**config.mk**
```make
export PLATFORM = sky130hd
export DESIGN_NAME = gpc_ctrl_top
export DESIGN_NICKNAME = d
export VERILOG_FILES = /design/src/gpc_pkg.sv /design/src/gpc_pin.sv /design/src/gpc_ctrl_top.sv
export SDC_FILE = /design/constraint.sdc
export NUM_CORES = 1
export LEC_CHECK = 0
export BUFFER_PORTS_ARGS = -buffer_cell sky130_fd_sc_hd__buf_2
export CELL_PAD_IN_SITES_DETAIL_PLACEMENT = 2
export CELL_PAD_IN_SITES_GLOBAL_PLACEMENT = 2
export CORE_MARGIN = 8
export CORE_UTILIZATION = 30
export CTS_CLUSTER_SIZE = 24
export DETAILED_ROUTE_END_ITERATION = 8
export PLACE_DENSITY = 0.82
export SETUP_SLACK_MARGIN = 0.05
export SLEW_MARGIN = 20
export SYNTH_ARGS = -nofsm -noshare
export SYNTH_HDL_FRONTEND = slang
export SYNTH_HIERARCHICAL = 1
export SYNTH_SLANG_ARGS = --single-unit
export TNS_END_PERCENT = 20
```
**constraint.sdc**
```tcl
create_clock -name CORE_CLK_I -period 2.45 [get_ports CORE_CLK_I]
set_clock_uncertainty 0.2 [all_clocks]
set_input_delay 0 -clock CORE_CLK_I [delete_from_list [all_inputs] [get_ports CORE_CLK_I]]
set_output_delay 0 -clock CORE_CLK_I [all_outputs]
set_load 0.01 [all_outputs]
```
**src/gpc_pkg.sv**
```systemverilog
`default_nettype none
package gpc_pkg;

   localparam int DW = 16;
   localparam int AW = 8;

   localparam logic [AW-1:0] ADDR_PORT_CFG = 8'h0B;
   localparam logic [AW-1:0] ADDR_PIN2     = 8'h0D;
   localparam logic [AW-1:0] ADDR_PIN3     = 8'h0E;

   localparam int BIT_DIR       = 15;
   localparam int BIT_PULL_HI   = 14;
   localparam int BIT_PULL_LO   = 13;
   localparam int BIT_IRQ_MODE  = 12;
   localparam int BIT_INV       = 10;
   localparam int BIT_LEVEL     = 5;
   localparam int BIT_FN_HI     = 3;
   localparam int BIT_FN_LO     = 0;
   localparam int BIT_PORT_SEL  = 0;

   localparam logic DIR_OUT = 1'b0;
   localparam logic DIR_IN  = 1'b1;

   typedef enum logic [1:0] {
      PULL_NONE = 2'h0,
      PULL_DOWN = 2'h1,
      PULL_UP   = 2'h2,
      PULL_RSVD = 2'h3
   } gpc_pull_t;

   typedef enum logic [3:0] {
      FN_LEVEL_IN   = 4'h0,
      FN_EDGE_IN    = 4'h1,
      FN_CLK_OUT    = 4'h2,
      FN_IRQ_OUT    = 4'h3,
      FN_PEN_DOWN   = 4'h4,
      FN_TOUCH_DONE = 4'h5,
      FN_AUX_DONE   = 4'h6,
      FN_TEMP_FLAG  = 4'h7,
      FN_RSVD8      = 4'h8,
      FN_DMIC_CLK   = 4'h9,
      FN_LEVEL_OUT  = 4'hA,
      FN_REGULATOR_UNDERVOLTAGE_FLAG     = 4'hB
   } gpc_fn_t;

   localparam logic [3:0] FN_RSVD_FIRST = 4'hC;

   localparam logic      RST_DIR       = DIR_IN;
   localparam logic      RST_IRQ_MODE  = 1'b0;
   localparam logic      RST_INV       = 1'b0;
   localparam logic      RST_LEVEL     = 1'b0;
   localparam gpc_fn_t   RST_FN        = FN_LEVEL_IN;
   localparam gpc_pull_t PIN2_RST_PULL = PULL_NONE;
   localparam gpc_pull_t PIN3_RST_PULL = PULL_UP;
   localparam logic      RST_PORT_SEL  = 1'b0;

   typedef struct packed {
      logic      dir;
      gpc_pull_t pull;
      logic      irq_mode;
      logic      inv;
      logic      level;
      gpc_fn_t   fn;
   } gpc_cfg_t;

   typedef struct packed {
      logic clock_out_signal;
      logic irq;
      logic pen_down;
      logic touch_done;
      logic aux_done;
      logic temp_flag;
      logic digital_mic_clock;
      logic regulator_undervoltage_flag;
   } gpc_src_t;

   typedef struct packed {
      logic o;
      logic oe;
      logic pull_up;
      logic pull_dn;
      logic evt;
   } gpc_pad_t;

endpackage
`default_nettype wire

```
**src/gpc_pin.sv**
```systemverilog
`timescale 1ns/1ps
`default_nettype none
module gpc_pin
   import gpc_pkg::*;
#(
   parameter gpc_pull_t PULL_RESET = PULL_NONE
) (
   input  wire logic           clk_i,
   input  wire logic           nrst_i,
   input  wire logic           ce_i,
   input  wire logic           en_i,
   input  wire logic           wr_i,
   input  wire logic [DW-1:0]  wdata_i,
   input  wire logic           pin_i,
   input  wire gpc_src_t       src_i,
   output logic      [DW-1:0]  rword_o,
   output gpc_cfg_t            cfg_o,
   output gpc_pad_t            pad_o
);

   typedef struct packed {
      gpc_cfg_t cfg;
      logic     pin_s;
      gpc_pad_t pad;
   } gpc_pin_state_t;

   localparam gpc_pin_state_t RST_STATE = '{
      cfg:   '{RST_DIR, PULL_RESET, RST_IRQ_MODE, RST_INV, RST_LEVEL, RST_FN},
      pin_s: 1'b0,
      pad:   '0
   };

   gpc_pin_state_t state_reg;
   gpc_pin_state_t state_next;

   function automatic logic fn_reserved(input gpc_fn_t f);
      fn_reserved = (f == FN_RSVD8) || (f >= FN_RSVD_FIRST);
   endfunction

   always_comb begin
      logic drv;
      drv = 1'b0;
      state_next = state_reg;
      state_next.pin_s = pin_i;
      if (wr_i) begin
         state_next.cfg.dir      = wdata_i[BIT_DIR];
         state_next.cfg.pull     = gpc_pull_t'(wdata_i[BIT_PULL_HI:BIT_PULL_LO]);
         state_next.cfg.irq_mode = wdata_i[BIT_IRQ_MODE];
         state_next.cfg.inv      = wdata_i[BIT_INV];
         state_next.cfg.level    = wdata_i[BIT_LEVEL];
         state_next.cfg.fn       = gpc_fn_t'(wdata_i[BIT_FN_HI:BIT_FN_LO]);
      end
      case (state_next.cfg.fn)
         FN_CLK_OUT:    drv = src_i.clock_out_signal;
         FN_IRQ_OUT:    drv = src_i.irq;
         FN_PEN_DOWN:   drv = src_i.pen_down;
         FN_TOUCH_DONE: drv = src_i.touch_done;
         FN_AUX_DONE:   drv = src_i.aux_done;
         FN_TEMP_FLAG:  drv = src_i.temp_flag;
         FN_DMIC_CLK:   drv = src_i.digital_mic_clock;
         FN_REGULATOR_UNDERVOLTAGE_FLAG:     drv = src_i.regulator_undervoltage_flag;
         default:       drv = state_next.cfg.level ^ state_next.cfg.inv;
      endcase
      // reserved codes leave the pin undriven; the pull field still applies
      state_next.pad.o  = drv;
      state_next.pad.oe = en_i && (state_next.cfg.dir == DIR_OUT)
                          && !fn_reserved(state_next.cfg.fn);
      state_next.pad.pull_up = en_i && (state_next.cfg.pull == PULL_UP);
      state_next.pad.pull_dn = en_i && (state_next.cfg.pull == PULL_DOWN);
      state_next.pad.evt = 1'b0;
      if (en_i && (state_reg.cfg.fn == FN_EDGE_IN)) begin
         if (state_reg.cfg.irq_mode) begin
            state_next.pad.evt = pin_i != state_reg.pin_s;
         end else begin
            state_next.pad.evt = (pin_i ^ state_reg.cfg.inv)
                                 && !(state_reg.pin_s ^ state_reg.cfg.inv);
         end
      end
   end

   always_ff @(posedge clk_i) begin
      if (!nrst_i) begin
         state_reg <= RST_STATE;
      end else if (ce_i) begin
         state_reg <= state_next;
      end
   end

   always_comb begin
      rword_o = '0;
      rword_o[BIT_DIR]                 = state_reg.cfg.dir;
      rword_o[BIT_PULL_HI:BIT_PULL_LO] = state_reg.cfg.pull;
      rword_o[BIT_IRQ_MODE]            = state_reg.cfg.irq_mode;
      rword_o[BIT_INV]                 = state_reg.cfg.inv;
      // software sees the pin, not what it last wrote
      rword_o[BIT_LEVEL]               = state_reg.pin_s ^ state_reg.cfg.inv;
      rword_o[BIT_FN_HI:BIT_FN_LO]     = state_reg.cfg.fn;
   end

   assign cfg_o = state_reg.cfg;
   assign pad_o = state_reg.pad;

endmodule
`default_nettype wire

```
**src/gpc_ctrl_top.sv**
```systemverilog
// Operation
// - Bit 15 picks direction (0 output, 1 input, reset input) and in output mode with function code 0000, 0001 or 1010 bit 5 drives the pin.
// - Reading the level bit returns the sampled pin level rather than the last written value.
// - With the polarity bit 10 set the held level is the inverse of the pin both ways; reset is non-inverted.
// - Pull field 14:13 gives 00 none, 01 pull-down, 10 pull-up, 11 reserved, and pin 2 resets to none.
// - Pin 3's pull field resets to pull-up.
// - With mode bit 12 set the pin event fires on both pin edges; the bit resets to 0.
// - With mode bit 12 clear the event fires on a single rising edge of the polarity-adjusted level.
// - Function field 3:0 resets to plain level input, and code 0001 makes the pin an edge-detect input.
// - Codes 0010, 0011 and 1010 route the clock output, interrupt request and software level to the pin.
// - Codes 0100 to 0111 route pen-down, touch done, auxiliary done and temperature flag to the pin.
// - Code 1001 routes the microphone clock and code 1011 the regulator undervoltage flag.
// - Pin 3 works as a general pin only once its mode bit is set, and that bit then stays set until reset.
`timescale 1ns/1ps
`default_nettype none
module gpc_ctrl_top
   import gpc_pkg::*;
(
   input  wire logic           CORE_CLK_I,
   input  wire logic           NRST_I,
   input  wire logic           CE_I,
   input  wire logic [AW-1:0]  REG_ADDR_I,
   input  wire logic           REG_WR_I,
   input  wire logic           REG_RD_I,
   input  wire logic [DW-1:0]  REG_WDATA_I,
   output logic      [DW-1:0]  REG_RDATA_O,
   input  wire gpc_src_t       STATUS_I,
   input  wire logic           PIN2_I,
   input  wire logic           PIN3_I,
   output gpc_pad_t            PIN2_PAD_O,
   output gpc_pad_t            PIN3_PAD_O,
   output logic                PIN3_GPIO_MODE_O
);

   localparam int NUM_PINS = 2;

   typedef struct packed {
      logic          port_sel;
      logic [DW-1:0] rdata;
   } gpc_top_state_t;

   localparam gpc_top_state_t RST_TOP = '{port_sel: RST_PORT_SEL, rdata: '0};

   gpc_top_state_t state_reg;
   gpc_top_state_t state_next;

   logic     [NUM_PINS-1:0] wr;
   logic     [NUM_PINS-1:0] en;
   logic     [NUM_PINS-1:0] pin_in;
   logic     [DW-1:0]       rword [NUM_PINS];
   gpc_cfg_t                cfg   [NUM_PINS];
   gpc_pad_t                pad   [NUM_PINS];

   assign pin_in = {PIN3_I, PIN2_I};
   assign en     = {state_reg.port_sel, 1'b1};
   assign wr[0]  = REG_WR_I && (REG_ADDR_I == ADDR_PIN2);
   assign wr[1]  = REG_WR_I && (REG_ADDR_I == ADDR_PIN3);

   generate
      for (genvar g = 0; g < NUM_PINS; g++) begin : g_pin
         localparam gpc_pull_t PULL_RST = gpc_pull_t'((g == 0) ? PIN2_RST_PULL : PIN3_RST_PULL);
         gpc_pin #(
            .PULL_RESET (PULL_RST)
         ) u_pin (
            .clk_i   (CORE_CLK_I),
            .nrst_i  (NRST_I),
            .ce_i    (CE_I),
            .en_i    (en[g]),
            .wr_i    (wr[g]),
            .wdata_i (REG_WDATA_I),
            .pin_i   (pin_in[g]),
            .src_i   (STATUS_I),
            .rword_o (rword[g]),
            .cfg_o   (cfg[g]),
            .pad_o   (pad[g])
         );
      end
   endgenerate

   always_comb begin
      state_next = state_reg;
      // only a reset clears the pin 3 mode; writing 0 has no effect
      if (REG_WR_I && (REG_ADDR_I == ADDR_PORT_CFG) && REG_WDATA_I[BIT_PORT_SEL]) begin
         state_next.port_sel = 1'b1;
      end
      if (REG_RD_I) begin
         case (REG_ADDR_I)
            ADDR_PORT_CFG: begin
               state_next.rdata = '0;
               state_next.rdata[BIT_PORT_SEL] = state_reg.port_sel;
            end
            ADDR_PIN2: state_next.rdata = rword[0];
            ADDR_PIN3: state_next.rdata = rword[1];
            default:   state_next.rdata = '0;
         endcase
      end
   end

   always_ff @(posedge CORE_CLK_I) begin
      if (!NRST_I) begin
         state_reg <= RST_TOP;
      end else if (CE_I) begin
         state_reg <= state_next;
      end
   end

   assign REG_RDATA_O      = state_reg.rdata;
   assign PIN2_PAD_O       = pad[0];
   assign PIN3_PAD_O       = pad[1];
   assign PIN3_GPIO_MODE_O = state_reg.port_sel;
endmodule
`default_nettype wire

```
==> summary.txt, run 1 <==
Outcome -> finished, final reports clean
Fmax achieved -> 0.4562 GHz
Placed wire-length estimate -> 7.578 mm
DRC Markers -> 0
CTS sink cnt -> 49
CTS tree -> yes
Final Max Slew Viols -> 0
Routed Antenna Nets -> 0
Synth warn -> 6
Worst IR drop on VDD -> 0.2061 mV
ANT cells -> 0
Worst r2r src -> g_pin[0].u_pin/cfg_o[0]
Worst-margin pin slew -> 0.6494 ns
Final hold slack -> 0.01057 ns
Fin crit period -> 2.192 ns
Fin crit share -> 0.8947
Int Pwr -> 1.079 mW
Initial Util -> 0.3055
Post-layout util -> 0.3475
Hold EP -> g_pin[1].u_pin/cfg_o[9]
Hold Path Depth -> 2
Worst R2R Setup Slack -> 0.68 ns
Critical path capture point type -> flop
Leak Pwr -> 1.435 nW
Pwr per Cell Area -> 400.0 nW/µm²
Final setup viols -> 0
Worst min-delay path class -> primary input to flop
Number of CTS-inserted buffers -> 5
Crit path kind -> primary input to flop
CTS H-tree depth -> 2
Largest net degree at the start of global routing -> 41
WL/cell -> 17.70 µm
Nets -> 475
Length of the first detailed-routing pass in iterations -> 4
Area Overhead vs Synth -> 13.72%
Buffers from clock root to sink, at most -> 2
Clock transition at path regs -> 0.10 ns
Die Wd -> 120.6 µm
Worst EP required -> 2.43 ns
Comb power frac -> 0.123
Vias -> 2917
CTS root buffer -> clkbuf_8
Switch Pwr -> 0.4142 mW
Syn Inst Count -> 387
Vias in the first global route -> 3207
Sw frac -> 0.2774
Final hold viol count -> 0
Worst-case reg-to-reg path depth -> 5
Fin Setup TNS -> 0 ns
Total Routed Length -> 10.21 mm
Share of cells above drive strength 1 -> 0.2586
# port buffers -> 59
Total power -> 1.493 mW
Avg Cell Area, Syn -> 8.484 µm²
Worst r2r dst -> g_pin[0].u_pin/pad_o[4]
DR iter-0 viols -> 94
RSZ-0062 raised after global routing -> false
I/O pin cnt -> 66
GPL Wtd Cong -> 0.7941
Die H -> 120.6 µm
Clk pwr share -> 0.339
Clock Latency Late Sink -> 0.31 ns
GRT Resource Usage Total -> 0.1441
Core ar. -> 10750 µm²
Grt ovf -> 0
Critical path fanouts, max -> 6
Slew margin rel. -> 0.5671
Post-cts sizing count -> 0
Arr. time, crit path -> 2.17 ns
Hold Startpoint -> NRST_I
Vias per inst -> 5.055
First-pass GRT wire length -> 17.14 mm
Startpoint types -> primary input
Die area -> 14550 µm²
Largest register FFs -> 20
Seq pwr share -> 0.538
Initial antenna violation count -> 0
Maxcap violations -> 0
# rows -> 38
Mapped Area -> 3283 µm²
-- cells in the final DEF, fill, tap and decap left out, drive strengths merged, types with 3 or more instances in the layout --
cell type / n
nor2: 4
nand2b: 4
nand2: 70
nand4: 4
o21ai: 12
nor2b: 10
and3: 3
o211ai: 3
nand3: 7
dfxtp: 49
o31ai: 15
mux2i: 12
conb: 14
inv: 12
clkbuf: 5
a22oi: 16
o21bai: 4
xnor2: 3
xor2: 6
o32a: 4
nor3b: 5
dlygate4sd3: 19
buf: 73
and2: 21
nor4: 4
a21oi: 10
a21boi: 19
-- routing by layer --
metal,vias to the layer above,track usage,wire length [µm]
met2,55,0.2449,4949
met3,8,0.03124,466
met5,-,0,0
met4,0,0.03123,86
met1,1454,0.1825,4711
li1,1400,-,-
-- per-stage QoR --
stage	setup slack (ns)	cell area [µm²]	cells
2_1_floorplan	0.2258	3329	398
3_3_place_gp	0.1295	3453	550
3_5_place_dp	0.06493	3453	550
4_1_cts	0.3085	3734	577
5_1_grt	0.1140	3734	577
6_report	0.2580	3734	577
-- worst max-delay path, stage by stage --
cell and delay, ns:
buf_2 0.10, nor2_2 0.19, nor4bb_1 0.33, buf_4 0.19
nand3_1 0.11, nor3b_2 0.20, buf_4 0.19, mux2i_1 0.28
mux2i_1 0.24, a21oi_1 0.07, o21ai_1 0.16, a41oi_2 0.12
-- power by group through the flow --
stage                     registers [mW]  clock network, mW  logic (mW)
after floorplan                    0.821                  0       0.105
after global placement             0.822                  0       0.156
after detailed placement           0.822                  0       0.161
after CTS                          0.804              0.522       0.182
after global routing               0.805              0.551       0.201
final                              0.804              0.506       0.183
-- how the worst max path moves through the flow --
| stage | start | to | slack [ns] | cells after the start |
|---|---|---|---|---|
| 2_1_floorplan | REG_ADDR_I[4] | g_pin[0].u_pin/pad_o[4] | 0.23 | 9 |
| 3_3_place_gp | REG_ADDR_I[4] | g_pin[0].u_pin/pad_o[4] | 0.13 | 11 |
| 3_5_place_dp | REG_ADDR_I[4] | g_pin[0].u_pin/pad_o[4] | 0.06 | 12 |
| 4_1_cts | REG_ADDR_I[0] | g_pin[1].u_pin/pad_o[4] | 0.31 | 10 |
| 5_1_grt | REG_ADDR_I[4] | g_pin[0].u_pin/pad_o[4] | 0.11 | 13 |
| 6_report | REG_ADDR_I[4] | g_pin[0].u_pin/pad_o[4] | 0.26 | 12 |
-- final cells by class --
cell class	count	area [µm²]
multi-input combinational	277	1843
fill	1257	7012
sequential	49	980.9
clock inverter	3	21.27
tap	140	175.2
clock buffer	5	68.82
inverter	11	41.29
timing repair buffer	92	603.1
-- timing repair --
item                                    4_1_cts  5_1_grt
hold buffers                                 19        0
hold endpoints to repair                     25        0
setup buffers                                 0        0
endpoints found under the setup margin        0        0
Note: power is estimated with default switching activity, not from simulation.
==> run 2, diff against run 1 <==
--- a/config.mk
+++ b/config.mk
@@ -5,16 +5,16 @@
 export SDC_FILE = /design/constraint.sdc
 export NUM_CORES = 1
 export LEC_CHECK = 0
-export BUFFER_PORTS_ARGS = -buffer_cell sky130_fd_sc_hd__buf_2
 export CELL_PAD_IN_SITES_DETAIL_PLACEMENT = 2
 export CELL_PAD_IN_SITES_GLOBAL_PLACEMENT = 2
 export CORE_MARGIN = 8
-export CORE_UTILIZATION = 30
+export CORE_UTILIZATION = 34
 export CTS_CLUSTER_SIZE = 24
 export DETAILED_ROUTE_END_ITERATION = 8
-export PLACE_DENSITY = 0.82
+export DONT_BUFFER_PORTS = 1
+export PLACE_DENSITY = 0.81
+export REMOVE_ABC_BUFFERS = 1
 export SETUP_SLACK_MARGIN = 0.05
-export SLEW_MARGIN = 20
 export SYNTH_ARGS = -nofsm -noshare
 export SYNTH_HDL_FRONTEND = slang
 export SYNTH_HIERARCHICAL = 1
==> run 2 against run 1 <==
  * Routed wire length is 21% higher
  * Hold slack better by 0.016 ns
  * Core utilization is 4.1 points higher
  * Global-route usage is 4.6 points higher
  * Design area is 0.30% lower
  * Via count is 0.55% lower
  * Die area is 10% lower
  * Register-to-register slack worse by 0.56 ns
==> summary.txt, run 2 (synthesis gave the netlist of run 1 again) <==
Outcome -> finished, final reports clean
Worst setup path endpoint -> g_pin[1].u_pin/pad_o[1]
Final setup viols -> 0
Die Wd -> 114.3 µm
GRT Resource Usage Total -> 0.1905
# port buffers -> 0
RSZ-0062 raised after global routing -> true
Seq pwr share -> 0.506
GPL Wtd Cong -> 0.7326
Critical path capture point type -> flop
Worst EP required -> 2.46 ns
Buffers from clock root to sink, at most -> 2
Slowest CP cell -> dlygate4sd3_1
ANT cells -> 0
Die H -> 114.3 µm
Vias -> 2901
Worst min-delay path class -> primary input to flop
Core ar. -> 9594 µm²
Routed Antenna Nets -> 0
Pwr per Cell Area -> 427.4 nW/µm²
CTS tree -> yes
Area Overhead vs Synth -> 13.38%
Placed wire-length estimate -> 6.782 mm
WL/cell -> 23.13 µm
Final hold slack -> 0.02648 ns
Vias in the first global route -> 3268
Startpoint types -> primary input
Leak Pwr -> 1.252 nW
First-pass GRT wire length -> 19.22 mm
Critical path fanouts, max -> 16
Total Routed Length -> 12.35 mm
Total power -> 1.591 mW
Worst slack, placed -> 0.1266 ns
# rows -> 36
Switch Pwr -> 0.3851 mW
Final worst slack -> 0.1094 ns
Vias per inst -> 5.433
Clock transition at path regs -> 0.10 ns
Fin crit period -> 2.341 ns
DRC Markers -> 0
Critical-path cell list -> nor2_2 > nor4bb_1 > buf_4 > and3_4 > buf_6 > mux2i_1 > o2111ai_1 > dlygate4sd3_1 > a21boi_0
Worst Setup SP -> REG_ADDR_I[4]
DR iter-0 viols -> 118
Largest net degree at the start of global routing -> 52
Nets -> 439
Fillers -> 1093
Number of CTS-inserted buffers -> 5
Initial Util -> 0.3422
Int Pwr -> 1.206 mW
Length of the first detailed-routing pass in iterations -> 4
DP Area -> 3099 µm²
CP Depth -> 9
Clock Latency Late Sink -> 0.31 ns
Initial antenna violation count -> 0
Worst IR drop on VDD -> 0.2312 mV
Grt ovf -> 0
Most common cell after layout, fill and taps aside -> nand2_1
CP top delay family -> buffers and inverters
Arr. time, crit path -> 2.35 ns
Clk pwr share -> 0.389
Final Max Slew Viols -> 0
Comb power frac -> 0.105
Worst r2r src -> g_pin[1].u_pin/cfg_o[0]
Worst R2R Setup Slack -> 0.12 ns
Share of cells above drive strength 1 -> 0.1322
Maxcap violations -> 0
Worst r2r dst -> g_pin[1].u_pin/pad_o[0]
Fin Setup TNS -> 0 ns
Slew margin rel. -> 0.5587
Largest register FFs -> 20
CTS sink cnt -> 49
Worst-margin pin slew -> 0.6589 ns
CTS H-tree depth -> 2
Crit path largest cell delay -> 0.62 ns
Final hold viol count -> 0
Commonest non-fill, non-tap cells in the layout -> nand2_1, dfxtp_1, dlygate4sd3_1
Fin crit share -> 0.9553
Sw frac -> 0.2421
Crit path kind -> primary input to flop
Buffers & Inverters on Critical Path -> 3
I/O pin cnt -> 66
Fmax achieved -> 0.4272 GHz
Worst-case reg-to-reg path depth -> 5
CTS root buffer -> clkbuf_8
Die area -> 13060 µm²
Post-Layout Inst Area -> 3722 µm²
run 2: cell types whose count changed in the layout (fill, tap and decap cells not counted), sizes merged:
| cell | delta |
|---|---|
| bufinv | +1 |
| clkbuf | +2 |
| buf | -63 |
| dlymetal6s4s | +1 |
| clkinv | -1 |
| clkinvlp | -1 |
| dlygate4sd3 | +26 |
| inv | -1 |
run 2: worst min-delay path by stage:
stage / startpoint / to / slack (ns) / cells past startpoint
2_1_floorplan: NRST_I / g_pin[0].u_pin/cfg_o[9] / -0.13 / 1
3_3_place_gp: NRST_I / g_pin[1].u_pin/cfg_o[8] / -0.12 / 1
3_5_place_dp: NRST_I / g_pin[1].u_pin/cfg_o[9] / -0.12 / 1
4_1_cts: REG_WDATA_I[1] / g_pin[0].u_pin/pad_o[4] / 0.001 / 4
5_1_grt: REG_WDATA_I[1] / g_pin[0].u_pin/pad_o[4] / 0.04 / 4
6_report: REG_WDATA_I[1] / g_pin[0].u_pin/pad_o[4] / 0.03 / 4
run 2: area by class of cell:
type / count / area, µm² / area share
clock inverters: 1 / 30.03 / 0.008067
well taps: 133 / 166.4 / 0.04471
inverters: 11 / 41.29 / 0.01109
multi-input cells: 277 / 1859 / 0.4995
clock buffers: 7 / 86.33 / 0.02319
flip-flops and latches: 49 / 980.9 / 0.2635
repair buffers: 56 / 558.0 / 0.1499
run 2: power by group through the flow:
| stage | sequential [mW] | combinational, mW | clock (mW) |
|---|---|---|---|
| floorplan | 0.822 | 0.0663 | 0 |
| global placement | 0.823 | 0.0829 | 0 |
| detailed placement | 0.823 | 0.0857 | 0 |
| CTS | 0.805 | 0.157 | 0.635 |
| global route | 0.806 | 0.181 | 0.666 |
| finish | 0.805 | 0.167 | 0.619 |
run 2: metrics by stage:
step / util / std cells
6_report: 0.3880 / 534
5_1_grt: 0.3880 / 534
4_1_cts: 0.3852 / 534
3_5_place_dp: 0.3230 / 479
3_3_place_gp: 0.3230 / 479
2_1_floorplan: - / 337
run 2: repair_timing:
item                                    4_1_cts  5_1_grt
endpoints found under the setup margin        0       14
gates resized for setup                       0       10
buffers inserted                              0        0
hold buffers                                 47        0
hold endpoints to repair                     49        0
run 2: tightest hold or removal path, stage by stage:
cell and delay (ns):
mux2i_1 0.06, mux4_2 0.23, o21ai_2 0.06, a41oi_2 0.15
run 2: metal layers:
layer,global-route usage,routed length (µm),vias up
met4,0.08696,403,0
met2,0.3446,6388,93
met5,0,0,-
met3,0.05274,776,27
met1,0.2008,4781,1447
li1,-,-,1334
==> run 3, diff against run 2 <==
--- a/config.mk
+++ b/config.mk
@@ -5,15 +5,15 @@
 export SDC_FILE = /design/constraint.sdc
 export NUM_CORES = 1
 export LEC_CHECK = 0
+export ABC_AREA = 1
 export CELL_PAD_IN_SITES_DETAIL_PLACEMENT = 2
 export CELL_PAD_IN_SITES_GLOBAL_PLACEMENT = 2
 export CORE_MARGIN = 8
-export CORE_UTILIZATION = 34
+export CORE_UTILIZATION = 32
 export CTS_CLUSTER_SIZE = 24
 export DETAILED_ROUTE_END_ITERATION = 8
 export DONT_BUFFER_PORTS = 1
-export PLACE_DENSITY = 0.81
-export REMOVE_ABC_BUFFERS = 1
+export PLACE_DENSITY = 0.82
 export SETUP_SLACK_MARGIN = 0.05
 export SYNTH_ARGS = -nofsm -noshare
 export SYNTH_HDL_FRONTEND = slang
==> run 3 against run 2 <==
  * Hold slack better by 0.024 ns
  * Core utilization down 3.7 points
  * Sequential power about the same
  * Area after synthesis up 3.0%
  * Critical path type unchanged
  * Highest routed layer unchanged
==> summary.txt, run 3 <==
Outcome -> finished, final reports clean
Final hold viol count -> 0
Critical path fanouts, max -> 3
Arr. time, crit path -> 2.25 ns
Worst R2R Setup Slack -> 0.40 ns
CTS root buffer -> clkbuf_8
Critical path capture point type -> flop
Final setup viols -> 0
Pwr per Cell Area -> 434.5 nW/µm²
Post-layout util -> 0.3506
Fmax achieved -> 0.4485 GHz
Final hold slack -> 0.05095 ns
Worst-case reg-to-reg path depth -> 12
Die Wd -> 118.8 µm
Fillers -> 1227
Clock Latency Late Sink -> 0.30 ns
DRC Markers -> 0
Core ar. -> 10280 µm²
Fin crit period -> 2.230 ns
Worst r2r dst -> g_pin[1].u_pin/pad_o[4]
Total Routed Length -> 11.25 mm
Buffers from clock root to sink, at most -> 2
Mapped Area -> 3382 µm²
Largest net degree at the start of global routing -> 35
Worst IR drop on VDD -> 0.2491 mV
Syn Inst Count -> 506
Initial Util -> 0.3291
Nets -> 543
I/O pin cnt -> 66
Crit path largest cell delay -> 0.59 ns
GRT Resource Usage Total -> 0.1595
Commonest non-fill, non-tap cells in the layout -> nand2_1, nand3_1, dfxtp_1
Slowest CP cell -> dlygate4sd3_1
Share of cells above drive strength 1 -> 0.1188
# port buffers -> 0
Critical-path cell list -> dlygate4sd3_1 > nand2_1 > dlygate4sd3_1 > nor2_1 > dlygate4sd3_1 > nand3_1 > nand3_2 > nand2_1 > a21oi_1
DR iter-0 viols -> 96
Worst min-delay path class -> primary input to flop
ANT cells -> 0
Number of CTS-inserted buffers -> 5
Worst-margin pin slew -> 1.002 ns
CTS sink cnt -> 49
# rows -> 37
GPL Wtd Cong -> 0.7635
WL/cell -> 17.55 µm
Final Max Slew Viols -> 0
Worst r2r src -> g_pin[1].u_pin/cfg_o[1]
Leak Pwr -> 1.605 nW
Die H -> 118.8 µm
Initial antenna violation count -> 0
Worst EP required -> 2.47 ns
First-pass GRT wire length -> 18.24 mm
RSZ-0062 raised after global routing -> false
Startpoint types -> primary input
Fin Setup TNS -> 0 ns
Maxcap violations -> 0
Largest register FFs -> 20
Clock transition at path regs -> 0.09 ns
CTS tree -> yes
Crit path kind -> primary input to flop
Synth warn -> 6
Die area -> 14110 µm²
CTS H-tree depth -> 2
Area Overhead vs Synth -> 6.548%
Slew margin rel. -> 0.3297
Routed Antenna Nets -> 0
Placed wire-length estimate -> 7.877 mm
Most common cell after layout, fill and taps aside -> nand2_1
Final worst slack -> 0.2201 ns
Grt ovf -> 0
Worst slack, placed -> 0.6302 ns
Avg Cell Area, Syn -> 6.684 µm²
Worst path most repeated cell -> dlygate4sd3_1
Fin crit share -> 0.9101
Vias per inst -> 4.877
Vias in the first global route -> 3441
Vias -> 3126
Worst setup path endpoint -> REG_RDATA_O[0]
Worst Setup SP -> REG_ADDR_I[0]
Length of the first detailed-routing pass in iterations -> 4
run 3: worst min-delay path by stage:
stage | start | to | slack (ns) | cells past startpoint
floorplan | NRST_I | PIN3_GPIO_MODE_O | -0.08 | 1
global placement | NRST_I | g_pin[0].u_pin/cfg_o[9] | -0.09 | 1
detailed placement | NRST_I | g_pin[0].u_pin/cfg_o[9] | -0.09 | 1
CTS | REG_WDATA_I[10] | g_pin[0].u_pin/pad_o[4] | 0.05 | 10
global route | REG_WDATA_I[1] | g_pin[0].u_pin/pad_o[4] | 0.12 | 8
finish | REG_WDATA_I[10] | g_pin[0].u_pin/pad_o[4] | 0.05 | 10
run 3: critical path: cells and delay by family:
family	cells	cell delay, ns
buffers and inverters	3	1.66
AOI/OAI and AO/OA	1	0.16
and+or+nand+nor	5	0.44
run 3: final cells by class:
class / instances / area, µm² / share of cell area
Multi-Input combinational cell: 356 / 1755 / 0.4872
Sequential cell: 49 / 980.9 / 0.2722
Timing Repair Buffer: 38 / 367.9 / 0.1021
Inverter: 54 / 212.7 / 0.05903
Tap cell: 136 / 170.2 / 0.04722
Clock buffer: 7 / 86.33 / 0.02396
Clock inverter: 1 / 30.03 / 0.008333
run 3: layer usage:
layer | global-route usage | part of all wire
met1 | 0.1851 | 0.42
met2 | 0.2953 | 0.53
met3 | 0.02999 | 0.041
met4 | 0.03557 | 0.0074
met5 | 0 | 0
run 3: per-stage QoR:
stage | std cells | area [µm²] | total power, mW
after detailed placement | 600 | 3152 | 0.9101
after global routing | 641 | 3603 | 1.627
final | 641 | 3603 | 1.566
after CTS | 641 | 3598 | 1.579
after floorplan | 516 | 3420 | 0.9166
after global placement | 600 | 3152 | 0.9056
run 3: repair_timing:
action,CTS,global route
hold buffers,33,0
setup buffers,0,0
endpoints found under the hold margin,35,0
resized for setup,0,1
setup endpoints to repair,0,1
run 3: power by group:
part	leakage (nW)	internal (mW)	switching (mW)	total [mW]
Clock	0.0585	0.334	0.282	0.615
Sequential	0.396	0.801	0.00665	0.808
Combinational	1.15	0.0527	0.0901	0.143
